[config.mk]
export PLATFORM = sky130hd
export DESIGN_NAME = stc_tx_ctrl
export DESIGN_NICKNAME = d
export VERILOG_FILES = /design/src/logic/stc_tx_ctrl.v
export VERILOG_INCLUDE_DIRS = /design/src /design/src/logic
export SDC_FILE = /design/constraint.sdc
export NUM_CORES = 1
export LEC_CHECK = 0
export ABC_AREA = 0
export BUFFER_PORTS_ARGS = -buffer_cell sky130_fd_sc_hd__buf_2
export CAP_MARGIN = 20
export CORE_MARGIN = 2
export CORE_UTILIZATION = 45
export CTS_CLUSTER_DIAMETER = 80
export CTS_CLUSTER_SIZE = 40
export DETAILED_ROUTE_END_ITERATION = 8
export PLACE_DENSITY = 0.67
export SETUP_SLACK_MARGIN = 0.15
export SLEW_MARGIN = 20
export SYNTH_ARGS = -nofsm -noshare
export SYNTH_HDL_FRONTEND = slang
export SYNTH_SLANG_ARGS = --single-unit
export TNS_END_PERCENT = 10
[constraint.sdc]
create_clock -name sys_clk -period 5.4 [get_ports sys_clk]
set_input_delay 0.54 -clock sys_clk [delete_from_list [all_inputs] [get_ports sys_clk]]
set_output_delay 0.54 -clock sys_clk [all_outputs]
set_load 0.01 [all_outputs]
[src/logic/stc_regs.vh]
// register layout and constants for the synchronous transmitter control block
`ifndef STC_REGS_VH
`define STC_REGS_VH
`define STC_BIT_FILL_SENT     15
`define STC_BIT_LOOP_DATA     14
`define STC_BIT_MSTR_RESET    8
`define STC_BIT_TX_DONE       7
`define STC_BIT_TX_IRQ_EN     6
`define STC_BIT_FILL_IRQ_EN   5
`define STC_BIT_SEND          4
`define STC_BIT_HALF_DUPLEX   3
`define STC_BIT_FORCE_SPACE   0
`define STC_DBUF_RESET        8'hFF
`define STC_FILL_CHAR         8'h96
`define STC_VEC_RX_DEFAULT    6'h00
`define STC_VEC_TX_DEFAULT    6'h01
`define STC_PRIO_DEFAULT      3'h5
`define STC_BIT_CLKS          4'h4
`endif

[src/logic/stc_tx_ctrl.v]
// transmitter control, data buffer, serializer and interrupt request logic
//
// How it works
// - tx done raises transmitter request only while tx_irq_enable is set
// - fill-sent raises transmitter request only while fill_sent_irq_enable is set
// - control bits read/write, cleared by init pulse or master reset
// - with send set, writing the data buffer starts serial transmission
// - send cleared mid-message: current character finishes, then idle
// - half duplex with send set disables the receiver
// - forced-space bit holds serial output low
// - data buffer bits 7..0, write-only, right-justified 5..8 bit character
// - parity computed and appended by the device
// - init or master reset loads the data buffer with all ones
// - requests via bus request line, vector given on grant
// - separate receiver and transmitter vectors
// - receiver request served first when both pending
// - receiver request from received-char or modem-change flags with enables
// - request level defaults to five, set by a strap input
// - vector addresses selectable by strap inputs
// - tx done set on reset and when first bit goes to line
// - fill-sent set when a fill character is sent in synchronous mode
`timescale 1ns/1ns
`include "stc_regs.vh"
module stc_tx_ctrl
(
    input  wire        sys_clk,
    input  wire        reset_n,
    input  wire        bus_init,
    input  wire        csr_wr,
    input  wire [15:0] csr_wdata,
    input  wire        csr_rd,
    output reg  [15:0] csr_rdata,
    input  wire        dbuf_wr,
    input  wire [7:0]  dbuf_wdata,
    output reg         dbuf_ready,
    input  wire [1:0]  char_len,
    input  wire        parity_en,
    input  wire        parity_odd,
    input  wire        sync_mode,
    input  wire        rx_done_flag,
    input  wire        rx_irq_enable,
    input  wire        modem_status_change_flag,
    input  wire        modem_change_irq_enable,
    input  wire [2:0]  prio_strap,
    input  wire [5:0]  rx_vec_strap,
    input  wire [5:0]  tx_vec_strap,
    input  wire        bus_grant,
    output reg         bus_request,
    output reg  [2:0]  bus_level,
    output reg  [5:0]  irq_vector,
    output reg         irq_vector_valid,
    output reg         serial_out,
    output reg         receiver_disable,
    output reg         loop_test_input_bit
);
    // one-hot serializer states
    localparam ST_IDLE  = 3'b001;
    localparam ST_SHIFT = 3'b010;
    localparam ST_GAP   = 3'b100;

    // control bits written by software
    reg         tx_irq_enable_q;
    reg         fill_sent_irq_enable_q;
    reg         send_q;
    reg         half_duplex_select_q;
    reg         force_space_q;

    // status flags
    reg         tx_done_q;
    reg         fill_sent_flag_q;

    // two-entry character buffer
    reg  [7:0]  buf_data_q [0:1];
    reg  [1:0]  buf_cnt_q;
    reg         buf_rd_q;
    reg         buf_wr_q;
    reg  [7:0]  tx_data_buffer_q;

    // serializer state
    reg  [2:0]  state_q;
    reg  [9:0]  shift_q;
    reg  [3:0]  bits_left_q;
    reg  [3:0]  bit_clk_q;
    reg         line_q;

    // interrupt request state
    reg         rx_req_q;
    reg         prev_done_q;
    reg         prev_fill_q;
    reg         tx_pend_q;

    // combinational helpers
    reg  [15:0] status_d;
    reg         tx_ev;
    reg         clr;
    reg         load_char;
    reg         use_fill;
    reg  [7:0]  next_char;
    reg  [7:0]  masked;
    reg  [3:0]  nbits;
    reg         par;
    integer     i;

    // clear pulse from bus init or the write-only master reset bit
    always @*
    begin
        clr = bus_init | (csr_wr & csr_wdata[`STC_BIT_MSTR_RESET]);
    end

    // character length, parity and the next character selection
    always @*
    begin
        use_fill  = (buf_cnt_q == 2'd0);
        next_char = use_fill ? `STC_FILL_CHAR : buf_data_q[buf_rd_q];
        masked    = next_char;
        for (i = 0; i < 8; i = i + 1)
            if (i > {29'd0, char_len} + 4)
                masked[i] = 1'b0;
        par   = (^masked) ^ parity_odd;
        nbits = {2'b00, char_len} + 4'd5 + {3'b000, parity_en};
        load_char = (state_q == ST_IDLE && send_q && !use_fill) ||
                    (state_q == ST_GAP && send_q && (!use_fill || sync_mode));
    end

    // control bits, loop test bit and flags
    always @(posedge sys_clk)
    begin
        if (!reset_n || clr)
        begin
            tx_irq_enable_q        <= 1'b0;
            fill_sent_irq_enable_q <= 1'b0;
            send_q                 <= 1'b0;
            half_duplex_select_q   <= 1'b0;
            force_space_q          <= 1'b0;
            loop_test_input_bit    <= 1'b0;
            tx_done_q              <= 1'b1;
            fill_sent_flag_q       <= 1'b0;
        end
        else
        begin
            if (csr_wr)
            begin
                tx_irq_enable_q        <= csr_wdata[`STC_BIT_TX_IRQ_EN];
                fill_sent_irq_enable_q <= csr_wdata[`STC_BIT_FILL_IRQ_EN];
                send_q                 <= csr_wdata[`STC_BIT_SEND];
                half_duplex_select_q   <= csr_wdata[`STC_BIT_HALF_DUPLEX];
                force_space_q          <= csr_wdata[`STC_BIT_FORCE_SPACE];
                loop_test_input_bit    <= csr_wdata[`STC_BIT_LOOP_DATA];
            end
            // set wins over the clear on the same cycle
            if (load_char)
                tx_done_q <= 1'b1;
            else if (dbuf_wr && dbuf_ready)
                tx_done_q <= 1'b0;
            if (load_char && use_fill)
                fill_sent_flag_q <= 1'b1;
            else if (csr_rd)
                fill_sent_flag_q <= 1'b0;
        end
    end

    // two-entry data buffer; last written character kept for reset view
    always @(posedge sys_clk)
    begin
        if (!reset_n || clr)
        begin
            tx_data_buffer_q <= `STC_DBUF_RESET;
            buf_data_q[0]    <= `STC_DBUF_RESET;
            buf_data_q[1]    <= `STC_DBUF_RESET;
            buf_cnt_q        <= 2'd0;
            buf_rd_q         <= 1'b0;
            buf_wr_q         <= 1'b0;
            dbuf_ready       <= 1'b0;
        end
        else
        begin
            if (dbuf_wr && dbuf_ready)
            begin
                tx_data_buffer_q     <= dbuf_wdata;
                buf_data_q[buf_wr_q] <= dbuf_wdata;
                buf_wr_q             <= ~buf_wr_q;
            end
            if (load_char && !use_fill)
                buf_rd_q <= ~buf_rd_q;
            buf_cnt_q <= buf_cnt_q + {1'b0, dbuf_wr && dbuf_ready}
                         - {1'b0, load_char && !use_fill};
            dbuf_ready <= (buf_cnt_q + {1'b0, dbuf_wr && dbuf_ready}
                           - {1'b0, load_char && !use_fill}) < 2'd2;
        end
    end

    // serializer: start bit free synchronous shift, lsb first
    always @(posedge sys_clk)
    begin
        if (!reset_n || clr)
        begin
            state_q     <= ST_IDLE;
            shift_q     <= 10'h3FF;
            bits_left_q <= 4'h0;
            bit_clk_q   <= 4'h0;
            line_q      <= 1'b1;
        end
        else
        begin
            case (state_q)
                ST_IDLE, ST_GAP:
                begin
                    if (load_char)
                    begin
                        shift_q     <= {1'b1, 9'h000} | ({2'b00, masked} |
                                       ({9'd0, par & parity_en} << (nbits - 4'd1)));
                        bits_left_q <= nbits;
                        bit_clk_q   <= `STC_BIT_CLKS;
                        state_q     <= ST_SHIFT;
                    end
                    else
                    begin
                        line_q  <= 1'b1;
                        state_q <= ST_IDLE;
                    end
                end
                ST_SHIFT:
                begin
                    line_q <= shift_q[0];
                    if (bit_clk_q == 4'h1)
                    begin
                        bit_clk_q   <= `STC_BIT_CLKS;
                        shift_q     <= {1'b1, shift_q[9:1]};
                        bits_left_q <= bits_left_q - 4'h1;
                        if (bits_left_q == 4'h1)
                            state_q <= ST_GAP;
                    end
                    else
                        bit_clk_q <= bit_clk_q - 4'h1;
                end
                default:
                    state_q <= ST_IDLE;
            endcase
        end
    end

    // status word assembly, unused bits read as zero
    always @*
    begin
        status_d                        = 16'h0000;
        status_d[`STC_BIT_FILL_SENT]    = fill_sent_flag_q;
        status_d[`STC_BIT_LOOP_DATA]    = loop_test_input_bit;
        status_d[`STC_BIT_TX_DONE]      = tx_done_q;
        status_d[`STC_BIT_TX_IRQ_EN]    = tx_irq_enable_q;
        status_d[`STC_BIT_FILL_IRQ_EN]  = fill_sent_irq_enable_q;
        status_d[`STC_BIT_SEND]         = send_q;
        status_d[`STC_BIT_HALF_DUPLEX]  = half_duplex_select_q;
        status_d[`STC_BIT_FORCE_SPACE]  = force_space_q;
    end

    // line output, receiver lockout and status readback
    always @(posedge sys_clk)
    begin
        if (!reset_n)
        begin
            serial_out       <= 1'b1;
            receiver_disable <= 1'b0;
            csr_rdata        <= 16'h0000;
        end
        else
        begin
            serial_out       <= force_space_q ? 1'b0 : line_q;
            receiver_disable <= half_duplex_select_q & send_q;
            csr_rdata        <= status_d;
        end
    end

    // transmitter event on a rising flag edge, gated by its enable
    always @*
    begin
        tx_ev = (tx_done_q & ~prev_done_q & tx_irq_enable_q) |
                (fill_sent_flag_q & ~prev_fill_q & fill_sent_irq_enable_q);
    end

    // previous flag values; done starts high so reset gives no false edge
    always @(posedge sys_clk)
    begin
        if (!reset_n || bus_init)
        begin
            prev_done_q <= 1'b1;
            prev_fill_q <= 1'b0;
        end
        else
        begin
            prev_done_q <= tx_done_q;
            prev_fill_q <= fill_sent_flag_q;
        end
    end

    // receiver request level from its two flag and enable pairs
    always @(posedge sys_clk)
    begin
        if (!reset_n || bus_init)
        begin
            rx_req_q <= 1'b0;
        end
        else
        begin
            rx_req_q <= (rx_done_flag & rx_irq_enable) |
                        (modem_status_change_flag & modem_change_irq_enable);
        end
    end

    // sticky transmitter request, dropped only when its vector is served
    always @(posedge sys_clk)
    begin
        if (!reset_n || bus_init)
        begin
            tx_pend_q <= 1'b0;
        end
        else
        begin
            if (tx_ev)
                tx_pend_q <= 1'b1;
            else if (bus_grant && !rx_req_q && tx_pend_q)
                tx_pend_q <= 1'b0;
        end
    end

    // bus request, level and vector; receiver wins when both pend
    always @(posedge sys_clk)
    begin
        if (!reset_n || bus_init)
        begin
            bus_request      <= 1'b0;
            bus_level        <= `STC_PRIO_DEFAULT;
            irq_vector       <= `STC_VEC_RX_DEFAULT;
            irq_vector_valid <= 1'b0;
        end
        else
        begin
            bus_level        <= prio_strap;
            bus_request      <= (rx_req_q | tx_pend_q) & ~bus_grant;
            irq_vector_valid <= bus_grant & (rx_req_q | tx_pend_q);
            irq_vector       <= rx_req_q ? rx_vec_strap : tx_vec_strap;
        end
    end
endmodule // stc_tx_ctrl

==> flow_metrics.tcl <==
set metrics [dict create \
    critPathTopFamily "XOR/XNOR gates" \
    cp_slowest_cell "sky130_fd_sc_hd__dfxtp_1" \
    worstMarginPinSlew_ns 0.732 \
    cts-root-buf "sky130_fd_sc_hd__clkbuf_8" \
    route.detailed.drc 0 \
    sequential_cell_area_fraction_in_the_yosys_report_pct 46.3 \
    final.setup.tns_ns 0 \
    ys_dominant_reg_cell "sky130_fd_sc_hd__dfxtp_1" \
    synth_enable_flop_cells 16 \
    timing.final.setup_violations 0 \
    worst_hold_path_type "in2reg" \
    worstPathCellList "and2b_1 > a211oi_1 > xor2_1 > xnor3_1 > xnor2_2 > o41ai_1" \
    cts-root-to-sink-buffers 2 \
    ys_warn_count 0 \
    run_status "complete, no violations" \
    timing.critical_path.required_ns 5.63 \
    initial_utilization_pct 46.7 \
    port_buffers 68 \
    synth_top_cell_area_share_pct 33.1 \
    area_contributors_post_synth "sky130_fd_sc_hd__dfxtp_1 (33%), sky130_fd_sc_hd__edfxtp_1 (13%), sky130_fd_sc_hd__nor2_1 (4.8%), sky130_fd_sc_hd__mux2i_1 (4.7%), sky130_fd_sc_hd__ha_1 (3.4%)" \
    drtPass1Iterations 5 \
    grt_pass1_vias 2552 \
    worst_skew_pair.late_latency_ns 0.34 \
    synth_area_leader_cell "sky130_fd_sc_hd__dfxtp_1" \
    power_per_cell_area_mw_per_mm2 262 \
    finalHoldViolCount 0 \
    path_buf_inv 0 \
    antenna_violating_nets_left 0 \
    num-nets-final 512 \
    post_cts.repair.setup_buffers 0 \
    timing.slew.headroom_pct 51.2 \
    final_period_minus_worst_setup_slack_ns 2.76 \
    maxCapViolations 0 \
    cts_hold_buf 0 \
    post_synth_num_cell_types 60 \
    floorplan.rows 32 \
    crit_path_max_fanout 13 \
    synth.avg_cell_area_um2 9.51 \
    cts_resized 0 \
    end_kind "flop" \
    vias_per_cell 5.24 \
    cp.arrival_ns 2.99 \
    cp_slowest_stage_delay_ns 0.68 \
    pin_count_of_the_biggest_net_entering_global_routing 28 \
    startpoint_type "flop" \
    synth.cells.most_frequent "sky130_fd_sc_hd__dfxtp_1 (60), sky130_fd_sc_hd__nor2_1 (46), sky130_fd_sc_hd__nand2_1 (21), sky130_fd_sc_hd__o21ai_0 (19), sky130_fd_sc_hd__inv_1 (18)" \
    layout.cells.non_filler 554 \
    rsz0062_at_grt "no" \
    p_leak_nw 1.72 \
    gpl.final_weighted_congestion 0.836 \
    post_drt_wl_per_cell_um 13.6 \
    timing.final.crit_share_pct 51.1 \
    grt.overflow.total 0 \
    cts.sinks 76 \
    floorplan.core_area_mm2 0.00777 \
    yosysMostFrequentCell "sky130_fd_sc_hd__dfxtp_1" \
    syn_to_final_growth_pct 16.5 \
    die-height_um 93.8 \
    report.final.slew_viol_count 0 \
    wire_length_of_the_first_global_routing_pass_um 12200 \
    drive_above_1_share_pct 25.0 \
    wl_um 7540 \
    syn_area_mm2 0.00363 \
    detailroute.via_count 2903 \
    die_width_um 93.8 \
    synth-async-reset-ratio_pct 0 \
    final.setup_skew_ns 0.0115 \
    synth_cells 382 \
    clock_tree.htree_level_count 3 \
    detailedPlacementHpwl_um 5380 \
    path_clk_slew_ns 0.08 \
    dpl.cell_count 538 \
    die-area_mm2 0.00880 \
    n_antenna_cell 0 \
    grt_use_total_pct 17.6 \
    setup.worst_path.class "reg2reg" \
    antenna_found_initial 0 \
    max_ir_drop_vdd_v 0.000133 \
    clock_tree_from_tritoncts "built" \
    drt-initial-drc-count 122 \
    max_clock_freq_ghz 0.362 \
    synth_seq_cells 76 \
    ioPinCount 86 \
    p_total_mw 1.11 \
    numCtsBuffers 9 \
]
## power breakdown
group	internal [mW]	switching, mW
clock network	0.211	0.215
registers	0.586	0.00367
logic	0.0371	0.0548
## cell families (layout without fill, tap and decap cells)
family / count (synthesis) / count (layout) / synth area share [%]
and+or+nand+nor: 144 / 144 / 20.5
DFF: 76 / 76 / 46.3
buffers and inverters: 43 / 106 / 5.55
xor gates and xnor gates: 11 / 11 / 3.62
other: 1 / 8 / 0.103
AOI/OAI and AO/OA: 74 / 74 / 13.8
muxes: 22 / 22 / 6.34
adders and majority gates: 11 / 11 / 3.76
## registers in the layout, summed over array words and instances (netlist names), 2 cells and up, named ones only
register and count:
bit_clk_q 4, bits_left_q 4, buf_cnt_q 2, buf_data_q 16, bus_level 3, csr_rdata 8
irq_vector 6, shift_q 9, state_q 3
## per-stage QoR
| stage | hold WS [ns] | utilization [%] | setup slack (ns) | cell area [um2] |
|---|---|---|---|---|
| 2_1_floorplan | 0.425 | - | 2.98 | 3660 |
| 3_5_place_dp | 0.454 | 51.8 | 2.61 | 4030 |
| 5_1_grt | 0.356 | 54.4 | 2.44 | 4230 |
| 4_1_cts | 0.339 | 54.4 | 2.60 | 4230 |
| 6_report | 0.359 | 54.4 | 2.64 | 4230 |
| 3_3_place_gp | 0.440 | 51.8 | 2.64 | 4030 |
## final timing paths
path | startpoint | to | slack (ns) | cells after the start
worst max-delay path | flop | shift_q[4] | 2.64 | 6
worst min-delay path | bus_init | prev_fill_q | 0.36 | 2
worst max register to register | flop | shift_q[4] | 2.64 | 6
worst min register to register | force_space_q | serial_out | 0.47 | 1
## layer usage
metal  GRT usage [%]  share of wire (%)  up-vias
met4            6.16               0.56        0
met5               0                  0        -
li1                -                  -     1466
met2            28.1                 46       95
met1            23.9                 47     1340
met3            3.37                6.6        2
## area by class of cell
cell class              instances  area (um2)
well taps                     102         128
fillers                       703        3540
inverters                      18        67.6
clock inverters                 5        40.0
multi-input cells             270        1780
clock buffers                  11         163
flip-flops and latches         76        1680
repair buffers                 72         370
## placed cells by master (no fill, tap or decap), types with 3 or more instances in the layout
cell type and count:
sky130_fd_sc_hd__nor2_1 46, sky130_fd_sc_hd__inv_1 18, sky130_fd_sc_hd__and2_1 10, sky130_fd_sc_hd__o41ai_1 4
sky130_fd_sc_hd__dfxtp_1 60, sky130_fd_sc_hd__xnor2_1 4, sky130_fd_sc_hd__nor3_1 8, sky130_fd_sc_hd__o21a_1 7
sky130_fd_sc_hd__nor4_1 3, sky130_fd_sc_hd__conb_1 8, sky130_fd_sc_hd__a21oi_1 7, sky130_fd_sc_hd__buf_2 68
sky130_fd_sc_hd__a211oi_1 5, sky130_fd_sc_hd__clkinvlp_4 3, sky130_fd_sc_hd__nand2_1 21, sky130_fd_sc_hd__edfxtp_1 16
sky130_fd_sc_hd__clkbuf_8 10, sky130_fd_sc_hd__a31oi_1 8, sky130_fd_sc_hd__nand3_1 7, sky130_fd_sc_hd__nand2b_1 5
sky130_fd_sc_hd__a22oi_1 3, sky130_fd_sc_hd__mux2_2 4, sky130_fd_sc_hd__mux2i_1 17, sky130_fd_sc_hd__nor2b_1 3
sky130_fd_sc_hd__o211ai_1 3, sky130_fd_sc_hd__or3_1 9, sky130_fd_sc_hd__xor2_1 4, sky130_fd_sc_hd__o22ai_1 3
sky130_fd_sc_hd__buf_4 4, sky130_fd_sc_hd__nand3b_1 5, sky130_fd_sc_hd__o21ai_0 19, sky130_fd_sc_hd__or2_2 13
sky130_fd_sc_hd__ha_1 10
## worst reg2reg max path: stages (launching register included)
cell and delay (ns):
sky130_fd_sc_hd__dfxtp_1 0.68, sky130_fd_sc_hd__and2b_1 0.25, sky130_fd_sc_hd__a211oi_1 0.38, sky130_fd_sc_hd__xor2_1 0.21, sky130_fd_sc_hd__xnor3_1 0.51, sky130_fd_sc_hd__xnor2_2 0.24
sky130_fd_sc_hd__o41ai_1 0.38
Note: power is estimated with default switching activity, not from simulation.
